<file path="src/hw/fps_pkg.sv">
// Shared constants and types for the fan drive control block
package fps_pkg;
  // --------------------------------------------------------------
  // Register byte addresses and reset values
  // --------------------------------------------------------------
  localparam logic [7:0] ADDR_BIND = 8'hC8;
  localparam logic [7:0] ADDR_FORCE = 8'hC9;
  localparam logic [7:0] ADDR_KICK = 8'hCA;
  localparam logic [7:0] RST_BIND = 8'h00;
  localparam logic [7:0] RST_FORCE = 8'h00;
  localparam logic [7:0] RST_KICK = 8'h00;
  localparam logic [7:0] READ_NONE = 8'h00;
  // --------------------------------------------------------------
  // Field positions
  // --------------------------------------------------------------
  localparam int BIND_ZONE_LO = 0;
  localparam int BIND_THROTTLE = 4;
  localparam int BIND_REGULATOR = 6;
  localparam int FORCE_EN = 0;
  localparam int FORCE_FLIP = 1;
  localparam int FORCE_LATCH_EN = 2;
  localparam int FORCE_LATCH = 3;
  localparam int FORCE_LEVEL_LO = 4;
  localparam int KICK_DUTY_LO = 0;
  localparam int KICK_LEN_MSB = 4;
  localparam int KICK_LEN_LO = 5;
  // --------------------------------------------------------------
  // Duty codes and waveform map
  // --------------------------------------------------------------
  localparam logic [3:0] CODE_ZERO = 4'h0;
  localparam logic [3:0] CODE_FULL = 4'hF;
  localparam logic [3:0] STEP_LAST = 4'hD;
  localparam logic [6:0] PWM_PERIOD = 7'h70;
  localparam logic [6:0] HF_STEP_CNT = 7'h07;
  localparam logic [6:0] HF_BASE = 7'h03;
  localparam logic [6:0] LF_STEP_CNT = 7'h04;
  localparam logic [6:0] LF_BASE = 7'h06;
  localparam logic [3:0] LF_KNEE = 4'hA;
  localparam logic [6:0] LF_STEP11 = 7'h50;
  localparam logic [6:0] LF_STEP12 = 7'h60;
  // --------------------------------------------------------------
  // Timing: one millisecond tick, spin-up lengths in milliseconds
  // --------------------------------------------------------------
  localparam int unsigned CLK_FREQ_HZ = 25000000;
  localparam int unsigned TICK_TIME_MS = 1;
  localparam int unsigned TICK_CYCLES = CLK_FREQ_HZ / 1000 * TICK_TIME_MS;
  localparam logic [14:0] KICK_MS [16] = '{
    15'h0000, 15'h0064, 15'h00FA, 15'h0190, 15'h02BC, 15'h03E8, 15'h07D0, 15'h0FA0,
    15'h1770, 15'h1F40, 15'h2710, 15'h2EE0, 15'h36B0, 15'h3E80, 15'h4650, 15'h4E20};
  typedef enum logic [0:0] {
    KICK_IDLE = 1'b0,
    KICK_RUN = 1'b1
  } fps_kick_e;
endpackage

</file>
<file path="src/hw/fps_ctl_if.sv">
// Carrier between the fan control core, spin-up timer and waveform generator
`timescale 1ns/10ps
interface fps_ctl_if;
  logic ce;
  logic kick_start;
  logic kick_stop;
  logic [3:0] kick_len;
  logic kick_busy;
  logic [3:0] drive_code;
  logic fast_map;
  logic polarity_flip;
  logic fan_out;
  modport ctl (output ce, kick_start, kick_stop, kick_len, drive_code,
               fast_map, polarity_flip, input kick_busy, fan_out);
  modport kick (input ce, kick_start, kick_stop, kick_len, output kick_busy);
  modport pwm (input ce, drive_code, fast_map, polarity_flip, output fan_out);
endinterface

</file>
<file path="src/hw/fps_kick_timer.sv">
// Spin-up duration timer counting millisecond ticks
`timescale 1ns/10ps
module fps_kick_timer #(
  parameter int unsigned TICK_CYCLES = fps_pkg::TICK_CYCLES
) (
  input wire logic core_clk,
  input wire logic nrst,
  fps_ctl_if.kick ctl
);
  localparam int TW = $clog2(TICK_CYCLES + 1);
  fps_pkg::fps_kick_e state_ff, nxt_state;
  logic [14:0] ms_left_ff, nxt_ms_left;
  logic [TW-1:0] tick_ff, nxt_tick;
  // --------------------------------------------------------------
  // Decode
  // --------------------------------------------------------------
  // Length code to milliseconds by table; code 0 gives zero, no run
  wire [14:0] load_ms = fps_pkg::KICK_MS[ctl.kick_len];
  wire tick_done = tick_ff == TW'(TICK_CYCLES - 1);
  assign ctl.kick_busy = state_ff == fps_pkg::KICK_RUN;
  // Next state; a start while running is ignored, no reload
  always_comb
  begin
    nxt_state = state_ff;
    nxt_ms_left = ms_left_ff;
    nxt_tick = tick_ff;
    case (state_ff)
      fps_pkg::KICK_IDLE:
      begin
        if (ctl.kick_start && load_ms != 15'h0000)
        begin
          nxt_state = fps_pkg::KICK_RUN;
          nxt_ms_left = load_ms;
          nxt_tick = '0;
        end
      end
      fps_pkg::KICK_RUN:
      begin
        if (ctl.kick_stop)
          nxt_state = fps_pkg::KICK_IDLE;
        else if (tick_done)
        begin
          nxt_tick = '0;
          nxt_ms_left = ms_left_ff - 15'h0001;
          if (ms_left_ff == 15'h0001)
            nxt_state = fps_pkg::KICK_IDLE;
        end
        else
          nxt_tick = tick_ff + TW'(1);
      end
      default: nxt_state = fps_pkg::KICK_IDLE;
    endcase
  end
  // State registers, frozen while clock enable is low
  always_ff @(posedge core_clk or negedge nrst)
  begin
    if (!nrst)
    begin
      state_ff <= fps_pkg::KICK_IDLE;
      ms_left_ff <= 15'h0000;
      tick_ff <= '0;
    end
    else if (ctl.ce)
    begin
      state_ff <= nxt_state;
      ms_left_ff <= nxt_ms_left;
      tick_ff <= nxt_tick;
    end
  end
endmodule

</file>
<file path="src/hw/fps_pwm_gen.sv">
// Duty code to waveform generator with the two step maps
`timescale 1ns/10ps
module fps_pwm_gen (
  input wire logic core_clk,
  input wire logic nrst,
  fps_ctl_if.pwm ctl
);
  logic [6:0] cnt_ff;
  logic out_ff;
  // --------------------------------------------------------------
  // Code to step to on-count
  // --------------------------------------------------------------
  // Sixteen codes, fourteen distinct steps; codes above last clamp
  wire [3:0] step = (ctl.drive_code > fps_pkg::STEP_LAST) ? fps_pkg::STEP_LAST :
                    ctl.drive_code;
  wire [6:0] step_w = {3'h0, step};
  // Fast map: 18.75% plus 6.25% per step
  wire [6:0] hf_on = (step_w + fps_pkg::HF_BASE) * fps_pkg::HF_STEP_CNT;
  wire [6:0] lf_on = (step <= fps_pkg::LF_KNEE) ?
                     (step_w + fps_pkg::LF_BASE) * fps_pkg::LF_STEP_CNT :
                     (step == fps_pkg::STEP_LAST) ? fps_pkg::PWM_PERIOD :
                     (step == fps_pkg::LF_KNEE + 4'h1) ? fps_pkg::LF_STEP11 :
                     fps_pkg::LF_STEP12;
  wire [6:0] on_cnt = (step == fps_pkg::CODE_ZERO) ? 7'h00 :
                      ctl.fast_map ? hf_on : lf_on;
  // Full on-count keeps the raw level high all period
  wire raw_level = cnt_ff < on_cnt;
  wire cnt_wrap = cnt_ff == fps_pkg::PWM_PERIOD - 7'h01;
  assign ctl.fan_out = out_ff;
  // Period counter and registered, polarity-adjusted output
  always_ff @(posedge core_clk or negedge nrst)
  begin
    if (!nrst)
    begin
      cnt_ff <= 7'h00;
      out_ff <= 1'b0;
    end
    else if (ctl.ce)
    begin
      cnt_ff <= cnt_wrap ? 7'h00 : cnt_ff + 7'h01;
      out_ff <= raw_level ^ ctl.polarity_flip;
    end
  end
endmodule

</file>
<file path="src/hw/fps_top.sv">
// Fan drive control: source binding, largest-request pick, manual request, latch, spin-up
`timescale 1ns/10ps
module fps_top #(
  parameter int unsigned TICK_CYCLES = fps_pkg::TICK_CYCLES
) (
  input wire logic core_clk,
  input wire logic nrst,
  input wire logic ce,
  input wire logic [7:0] reg_addr,
  input wire logic [7:0] reg_wdata,
  input wire logic reg_wr,
  input wire logic reg_rd,
  output logic [7:0] reg_rdata,
  output logic reg_rvalid,
  input wire logic config_freeze,
  input wire logic fast_freq_sel,
  input wire logic fast_rate_step_map,
  input wire logic [3:0][3:0] zone_request_code,
  input wire logic [3:0] throttle_ramp_code,
  input wire logic [3:0] regulator_ramp_code,
  input wire logic processor_throttle_signal,
  output logic fan_drive_output,
  output logic kick_active
);
  // --------------------------------------------------------------
  // Storage
  // --------------------------------------------------------------
  logic [7:0] bind_ff;
  logic [2:0] force_ctl_ff;
  logic [3:0] level_wr_ff;
  logic full_latch_ff;
  logic [7:0] kick_ff;
  logic [3:0] prev_req_ff;
  logic [7:0] rdata_ff;
  logic rvalid_ff;
  logic nxt_full_latch;
  logic [7:0] nxt_rdata;
  logic [3:0] req_code;
  fps_ctl_if ctl ();

  // --------------------------------------------------------------
  // Register decode
  // --------------------------------------------------------------
  // Address hits
  wire hit_bind = reg_addr == fps_pkg::ADDR_BIND;
  wire hit_force = reg_addr == fps_pkg::ADDR_FORCE;
  wire hit_kick = reg_addr == fps_pkg::ADDR_KICK;
  // Freeze blocks configuration writes but never the latch bit
  wire wr_bind = reg_wr && hit_bind && !config_freeze;
  wire wr_force_cfg = reg_wr && hit_force && !config_freeze;
  wire wr_force_any = reg_wr && hit_force;
  wire wr_kick = reg_wr && hit_kick && !config_freeze;

  // Named fields of the stored registers
  wire [3:0] zone_table_bind = bind_ff[fps_pkg::BIND_ZONE_LO +: 4];
  wire throttle_source_bind = bind_ff[fps_pkg::BIND_THROTTLE];
  wire regulator_source_bind = bind_ff[fps_pkg::BIND_REGULATOR];
  wire manual_duty_force = force_ctl_ff[fps_pkg::FORCE_EN];
  wire output_polarity_flip = force_ctl_ff[fps_pkg::FORCE_FLIP];
  wire throttle_latch_enable = force_ctl_ff[fps_pkg::FORCE_LATCH_EN];
  wire [3:0] manual_duty_level = level_wr_ff;
  wire [3:0] kickstart_duty = kick_ff[fps_pkg::KICK_DUTY_LO +: 4];
  // Length msb sits below the three low bits
  wire [3:0] kickstart_length = {kick_ff[fps_pkg::KICK_LEN_MSB],
                                 kick_ff[fps_pkg::KICK_LEN_LO +: 3]};

  // --------------------------------------------------------------
  // Source requests
  // --------------------------------------------------------------
  // Eight request slots: four zones, throttle, regulator, manual, latch
  logic [7:0][3:0] src_code;
  logic [7:0] src_on;
  logic [7:0][3:0] gated_code;
  // Zone slots carry table codes
  assign src_code[3:0] = zone_request_code;
  assign src_on[3:0] = zone_table_bind;
  // Throttle slot carries its ramp code
  assign src_code[4] = throttle_ramp_code;
  assign src_on[4] = throttle_source_bind;
  // Regulator slot carries its ramp code
  assign src_code[5] = regulator_ramp_code;
  assign src_on[5] = regulator_source_bind;
  // Manual level joins as one more request, not a hard force
  assign src_code[6] = manual_duty_level;
  assign src_on[6] = manual_duty_force;
  // Latch requests full duty, which no other code can exceed
  assign src_code[7] = fps_pkg::CODE_FULL;
  assign src_on[7] = full_latch_ff;

  // Unbound slots request zero
  genvar gi;
  generate
    for (gi = 0; gi < 8; gi++)
    begin : g_gate
      assign gated_code[gi] = src_on[gi] ? src_code[gi] : fps_pkg::CODE_ZERO;
    end
  endgenerate

  // Largest code wins; codes rise with duty so codes compare directly
  always_comb
  begin
    req_code = fps_pkg::CODE_ZERO;
    for (int i = 0; i < 8; i++)
    begin
      if (gated_code[i] > req_code)
        req_code = gated_code[i];
    end
  end

  // --------------------------------------------------------------
  // Spin-up control
  // --------------------------------------------------------------
  // Rising from zero starts a kick unless its duty is zero
  wire rise_from_zero = prev_req_ff == fps_pkg::CODE_ZERO && req_code != fps_pkg::CODE_ZERO;
  wire kick_allowed = kickstart_duty != fps_pkg::CODE_ZERO;
  assign ctl.ce = ce;
  assign ctl.kick_start = rise_from_zero && kick_allowed;
  // Dropping back to zero ends a kick so a stopped fan is not kept spinning
  assign ctl.kick_stop = req_code == fps_pkg::CODE_ZERO;
  assign ctl.kick_len = kickstart_length;
  // Kick duty replaces the request while running, except under latch
  wire kick_drives = ctl.kick_busy && !full_latch_ff;
  assign ctl.drive_code = kick_drives ? kickstart_duty : req_code;
  // Fast map applies only at the fast output rate
  assign ctl.fast_map = fast_rate_step_map && fast_freq_sel;
  assign ctl.polarity_flip = output_polarity_flip;

  // --------------------------------------------------------------
  // Full-speed latch
  // --------------------------------------------------------------
  // Set needs the enable, binding and event
  wire latch_set = throttle_latch_enable && throttle_source_bind && processor_throttle_signal;
  // Zero write clears; a set in the same cycle wins
  wire latch_clr = wr_force_any && !reg_wdata[fps_pkg::FORCE_LATCH];
  always_comb
  begin
    nxt_full_latch = full_latch_ff;
    if (latch_set)
      nxt_full_latch = 1'b1;
    else if (latch_clr)
      nxt_full_latch = 1'b0;
  end

  // --------------------------------------------------------------
  // Read path
  // --------------------------------------------------------------
  // Level reads the driving code, zero during a kick
  wire [3:0] level_read = ctl.kick_busy ? fps_pkg::CODE_ZERO : ctl.drive_code;
  wire [7:0] force_read = {level_read, full_latch_ff, force_ctl_ff};
  // Unmapped addresses read as zero
  always_comb
  begin
    nxt_rdata = fps_pkg::READ_NONE;
    if (hit_bind)
      nxt_rdata = bind_ff;
    else if (hit_force)
      nxt_rdata = force_read;
    else if (hit_kick)
      nxt_rdata = kick_ff;
  end

  // --------------------------------------------------------------
  // Registers
  // --------------------------------------------------------------
  // Configuration registers; reserved binding bits are kept as written
  always_ff @(posedge core_clk or negedge nrst)
  begin
    if (!nrst)
    begin
      bind_ff <= fps_pkg::RST_BIND;
      force_ctl_ff <= fps_pkg::RST_FORCE[2:0];
      level_wr_ff <= fps_pkg::RST_FORCE[7:4];
      kick_ff <= fps_pkg::RST_KICK;
    end
    else if (ce)
    begin
      if (wr_bind)
        bind_ff <= reg_wdata;
      if (wr_force_cfg)
        force_ctl_ff <= reg_wdata[2:0];
      if (wr_force_cfg)
        level_wr_ff <= reg_wdata[fps_pkg::FORCE_LEVEL_LO +: 4];
      if (wr_kick)
        kick_ff <= reg_wdata;
    end
  end

  // Latch and the previous request for zero detection
  always_ff @(posedge core_clk or negedge nrst)
  begin
    if (!nrst)
    begin
      full_latch_ff <= fps_pkg::RST_FORCE[fps_pkg::FORCE_LATCH];
      prev_req_ff <= fps_pkg::CODE_ZERO;
    end
    else if (ce)
    begin
      full_latch_ff <= nxt_full_latch;
      prev_req_ff <= req_code;
    end
  end

  // Read data lands one cycle after the read strobe
  always_ff @(posedge core_clk or negedge nrst)
  begin
    if (!nrst)
    begin
      rdata_ff <= fps_pkg::READ_NONE;
      rvalid_ff <= 1'b0;
    end
    else if (ce)
    begin
      rvalid_ff <= reg_rd;
      if (reg_rd)
        rdata_ff <= nxt_rdata;
    end
  end

  // --------------------------------------------------------------
  // Sub-blocks and outputs
  // --------------------------------------------------------------
  // Spin-up timer
  fps_kick_timer #(
    .TICK_CYCLES(TICK_CYCLES)
  ) u_kick (
    .core_clk(core_clk),
    .nrst(nrst),
    .ctl(ctl)
  );
  // Waveform generator, maps duty for all sources alike
  fps_pwm_gen u_pwm (
    .core_clk(core_clk),
    .nrst(nrst),
    .ctl(ctl)
  );
  assign fan_drive_output = ctl.fan_out;
  assign kick_active = ctl.kick_busy;
  assign reg_rdata = rdata_ff;
  assign reg_rvalid = rvalid_ff;

  // --------------------------------------------------------------
  // Checks
  // --------------------------------------------------------------
  latch_never_a: assert property (
    @(posedge core_clk) disable iff (!nrst)
    !full_latch_ff && !throttle_latch_enable |=> !full_latch_ff)
    else $error("full-speed latch set while disabled");

  latch_set_a: assert property (
    @(posedge core_clk) disable iff (!nrst)
    ce && throttle_latch_enable && throttle_source_bind && processor_throttle_signal
    |=> full_latch_ff)
    else $error("bound throttle event did not set latch");

  latch_full_a: assert property (
    @(posedge core_clk) disable iff (!nrst)
    full_latch_ff |-> ctl.drive_code == fps_pkg::CODE_FULL)
    else $error("latched output not at full duty");

  latch_clear_a: assert property (
    @(posedge core_clk) disable iff (!nrst)
    ce && reg_wr && hit_force && !reg_wdata[3] && !latch_set |=> !full_latch_ff)
    else $error("zero write did not clear latch");

  freeze_hold_a: assert property (
    @(posedge core_clk) disable iff (!nrst)
    ce && config_freeze && reg_wr && hit_bind |=> $stable(bind_ff))
    else $error("frozen binding register changed");

  largest_pick_a: assert property (
    @(posedge core_clk) disable iff (!nrst)
    !ctl.kick_busy && zone_table_bind[0] && throttle_source_bind
    |-> ctl.drive_code >= zone_request_code[0] && ctl.drive_code >= throttle_ramp_code)
    else $error("drive below a bound request");

  manual_req_a: assert property (
    @(posedge core_clk) disable iff (!nrst)
    !ctl.kick_busy && manual_duty_force |-> ctl.drive_code >= manual_duty_level)
    else $error("manual level not honoured");

  kick_read_a: assert property (
    @(posedge core_clk) disable iff (!nrst)
    ce && reg_rd && hit_force && ctl.kick_busy |=> reg_rvalid && reg_rdata[7:4] == 4'h0)
    else $error("level read nonzero during spin-up");

  kick_start_a: assert property (
    @(posedge core_clk) disable iff (!nrst)
    ce && ctl.kick_start && kickstart_length != 4'h0 |=> ##[0:1] kick_active)
    else $error("spin-up did not start");

  kick_off_a: assert property (
    @(posedge core_clk) disable iff (!nrst)
    !ctl.kick_busy && kickstart_duty == 4'h0 |=> !ctl.kick_busy)
    else $error("spin-up ran with zero duty");

  polarity_a: assert property (
    @(posedge core_clk) disable iff (!nrst)
    $past(ce) && $past(ctl.drive_code) == fps_pkg::CODE_FULL
    |-> fan_drive_output == !$past(output_polarity_flip))
    else $error("full duty level has wrong polarity");

  unbound_zero_a: assert property (
    @(posedge core_clk) disable iff (!nrst)
    !ctl.kick_busy && !full_latch_ff && !manual_duty_force && zone_table_bind == 4'h0
    && !throttle_source_bind && !regulator_source_bind
    |-> ctl.drive_code == fps_pkg::CODE_ZERO)
    else $error("unbound output requests nonzero duty");

  throttle_bind_a: assert property (
    @(posedge core_clk) disable iff (!nrst)
    !ctl.kick_busy && throttle_source_bind |-> ctl.drive_code >= throttle_ramp_code)
    else $error("drive below bound throttle request");

  regulator_bind_a: assert property (
    @(posedge core_clk) disable iff (!nrst)
    !ctl.kick_busy && regulator_source_bind |-> ctl.drive_code >= regulator_ramp_code)
    else $error("drive below bound regulator request");

  level_read_a: assert property (
    @(posedge core_clk) disable iff (!nrst)
    ce && reg_rd && hit_force && !ctl.kick_busy
    |=> reg_rdata[7:4] == $past(ctl.drive_code))
    else $error("level read differs from driving code");

  kick_duty_a: assert property (
    @(posedge core_clk) disable iff (!nrst)
    ctl.kick_busy && !full_latch_ff |-> ctl.drive_code == kickstart_duty)
    else $error("spin-up not driving its duty");
endmodule

</file>
<file path="config.mk">
export PLATFORM = sky130hd
export DESIGN_NAME = fps_top
export DESIGN_NICKNAME = d
export VERILOG_FILES = /design/src/hw/fps_pkg.sv /design/src/hw/fps_ctl_if.sv /design/src/hw/fps_kick_timer.sv /design/src/hw/fps_pwm_gen.sv /design/src/hw/fps_top.sv
export SDC_FILE = /design/constraint.sdc
export NUM_CORES = 1
export LEC_CHECK = 0
export BUFFER_PORTS_ARGS = -buffer_cell sky130_fd_sc_hd__buf_2
export CORE_AREA = 3 3 106 108
export CTS_BUF_LIST = sky130_fd_sc_hd__clkbuf_8 sky130_fd_sc_hd__clkbuf_16
export DETAILED_ROUTE_END_ITERATION = 6
export DIE_AREA = 0 0 109 111
export PLACE_DENSITY = 0.95
export SYNTH_ARGS = -nofsm -noshare
export SYNTH_HDL_FRONTEND = slang
export SYNTH_SLANG_ARGS = --single-unit
export TNS_END_PERCENT = 5
</file>
<file path="constraint.sdc">
create_clock -name core_clk -period 23.4 [get_ports core_clk]
set_input_delay 2.34 -clock core_clk [delete_from_list [all_inputs] [get_ports core_clk]]
set_output_delay 2.34 -clock core_clk [all_outputs]
set_load 0.01 [all_outputs]
</file>
==> out/metrics.cfg <==
[grt]
grt_remaining_overflow = 0
grt_pass1_vias = 6158
grtUsageTotal_pct = 28.97
antenna_found_initial = 1
grt_max_degree = 77
grt_pass1_wl_mm = 28.90

[pwr]
switching_share_pct = 37.04
p_comb_share_pct = 29.7
peakVddDrop_v = 0.00004524
p_int_uw = 252.2
power_density_nw_per_um2 = 55.14
p_switching_uw = 148.4
pwr-share-clk_pct = 26.1
leakage_nw = 3.206
seq_power_share_pct = 44.3

[clock_network]
clkLatencyLatePin_ps = 360
numCtsBuffers = 9
clock_sinks = 76
post_cts_buffers = 0
cts.path.max_buffers = 2
cts_tree = done
clk_pin_slew_ps = 80
cts.repair.resized = 0
cts-root-buf = clkbuf_8
cts.htree.levels = 3
cts_hold_buf = 0

[yosys]
synth_area_leaders = dfrtp_1 28%, ha_1 7.8%, nand2_1 6.2%
avgSynthCellArea_um2 = 8.119
syn-instance-count = 828
yosys_register_bits = 76
synth_top_area_share_pct = 28.29
syn_nets = 923
netlist_area_um2 = 6723
async_flop_share_pct = 100.0
synthFlopType = dfrtp_1
ys_types = 87
ys_seq_area_share_pct = 28.29
synth_edf_count = 0
yosys.area.top_type = dfrtp_1
yosysWarnings = 0
yosys-top-cells-count = 111 x nand2_1, 76 x dfrtp_1, 75 x nor2_1
yosysMostFrequentCell = nand2_1

[timing]
maxSlewHeadroom_pct = 23.36
setup_violations = 0
rsz0062_at_grt = no
fmax_mhz = 57.60
fin_crit_sh_pct = 74.19
hold_viol_final = 0
finalWorstSetupSlack_ps = 6040
holdWs_ps = 494.2
setup_tns_ps = 0
slew_violations = 0
fin_crit_ps = 17360
fin_skew_ps = 17.08
worst_pin_slew_ps = 1148

[setup_path]
end_kind = flop
worst-setup-path-type = primary input to flop
critical_path.max_fanout = 14
required_ps = 23630
cpPeakStageDelay_ps = 760
cp_data_arrival_time_ps = 17590
cp-start-kind = primary input
critPathSlowestCell = a221oi_2
crit_top_cell = ha_1
r2r_slack_ps = 7540

[floorplan]
die_y_um = 111
start_util_pct = 65.12
core-area_um2 = 10320
die-width_um = 109
io_pins = 60
fp.dieArea_um2 = 12100
rows = 37

[drt]
dr.pass1.iters = 5
drc = 0
postRouteWirelength_mm = 17.65
drt-wirelength-per-cell_um = 17.48
ant_nets = 0
first_iter_violations = 763
vias_per_cell = 6.665
vias = 6732

[place]
dp.cells = 993
hpwlAfterDp_mm = 12.95
gp_congestion = 0.9675
port_buffers = 59
place_ws_ps = 5988

[cells_and_area]
drive_above_1_share_pct = 15.01
fillCellCount = 803
seqCellArea_um2 = 1902
instances_no_fill = 1010
fin_nets = 963
area_delta_synth_final_pct = 8.040
multi_input_area_um2 = 4559

[hold_path]
holdCritPathClass = flop to flop

[flow_run]
maxCapViolations = 0

[outcome]
status = finished clean

==> path summary, 6_finish.rpt <==
| check | start | endpoint | cells after the start |
|---|---|---|---|
| setup / recovery | zone_request_code[5] | u_pwm.ctl.fan_out$_DFFE_PN0P_ | 66 |
| hold / removal | reg_rdata[7]$_DFFE_PN0P_ | reg_rdata[7]$_DFFE_PN0P_ | 2 |
| setup reg to reg | bind_ff[1]$_DFFE_PN0P_ | u_pwm.ctl.fan_out$_DFFE_PN0P_ | 65 |
| hold reg to reg | reg_rdata[7]$_DFFE_PN0P_ | reg_rdata[7]$_DFFE_PN0P_ | 2 |
| max in group asynchronous | nrst | reg_rdata[0]$_DFFE_PN0P_ | 1 |
| min in group asynchronous | nrst | u_kick.ms_left_ff[13]$_DFFE_PN0P_ | 1 |
==> critical path: cells and delay by family <==
kind,cells,cell delay [ps]
xor+xnor,1,160
simple gates,19,3110
fa+ha+maj,11,3770
buf+inv,2,170
mux,2,690
compound gates,31,7370
==> routing by layer <==
metal / wire length [um] / share of wire [%] / global-route usage, %
met3: 1477 / 8.4 / 5.242
met4: 689 / 3.9 / 12.96
met1: 7480 / 42 / 39.49
met2: 8004 / 45 / 44.59
met5: 0 / 0 / 0
==> cell usage in the layout (no fill, tap or decap), types with 8 or more instances in the layout <==
cell / n
clkbuf_8: 9
inv_1: 33
dfrtp_1: 76
o211ai_1: 11
a21o_1: 9
or3_1: 8
xnor2_1: 9
and3_1: 12
buf_2: 58
nor2_1: 75
nand2b_1: 9
nand3_1: 36
nor3_1: 26
mux2_2: 25
o21ai_0: 47
nand2_1: 111
and2_1: 18
o31ai_1: 12
nor4_1: 9
o21a_1: 11
a21oi_1: 49
nand4_1: 8
o21ai_1: 22
ha_1: 42
==> power by group through the flow <==
stage               Combinational [mW]  Clock [mW]  Sequential (mW)
finish                           0.119       0.104            0.177
global placement                 0.112           0            0.178
CTS                              0.118       0.105            0.176
global route                     0.134       0.112            0.180
detailed placement               0.117           0            0.179
floorplan                       0.0903           0            0.172
==> cell type report <==
class	instances	area share, %
Multi-Input combinational cell	688	62.77
Clock inverter	7	1.051
Antenna cell	1	0.03445
Clock buffer	9	1.705
Timing Repair Buffer	60	4.203
Inverter	33	1.705
Sequential cell	76	26.18
Tap cell	136	2.343
==> flip-flops by register name, indices dropped and copies added, names as in the netlist, 4 cells and up <==
register,count
u_kick.ms_left_ff,15
u_kick.tick_ff,15
bind_ff,8
kick_ff,8
reg_rdata,8
u_pwm.cnt_ff,7
level_wr_ff,4
prev_req_ff,4
==> stage by stage <==
step / power (mW) / area, um^2 / util (%)
4_1_cts: 0.3990 / 7261 / 70.33
5_1_grt: 0.4263 / 7263 / 70.36
3_3_place_gp: 0.2897 / 7061 / 68.39
2_1_floorplan: 0.2628 / 6723 / -
6_report: 0.4005 / 7263 / 70.36
3_5_place_dp: 0.2958 / 7061 / 68.39
==> cell families (layout without fill, tap and decap cells) <==
group / after synthesis / in the layout / share of synthesized area [%]
XOR/XNOR: 12 / 12 / 1.564
adder cells (fa/ha/maj): 46 / 46 / 9.008
multiplexers: 33 / 33 / 5.453
other: 0 / 1 / 0
flip-flops: 76 / 76 / 28.29
buffers and inverters: 64 / 109 / 3.890
AND/OR/NAND/NOR: 341 / 341 / 24.03
AO/OA/AOI/OAI: 256 / 256 / 27.77
No activity file was read; power rests on OpenSTA's default activity.
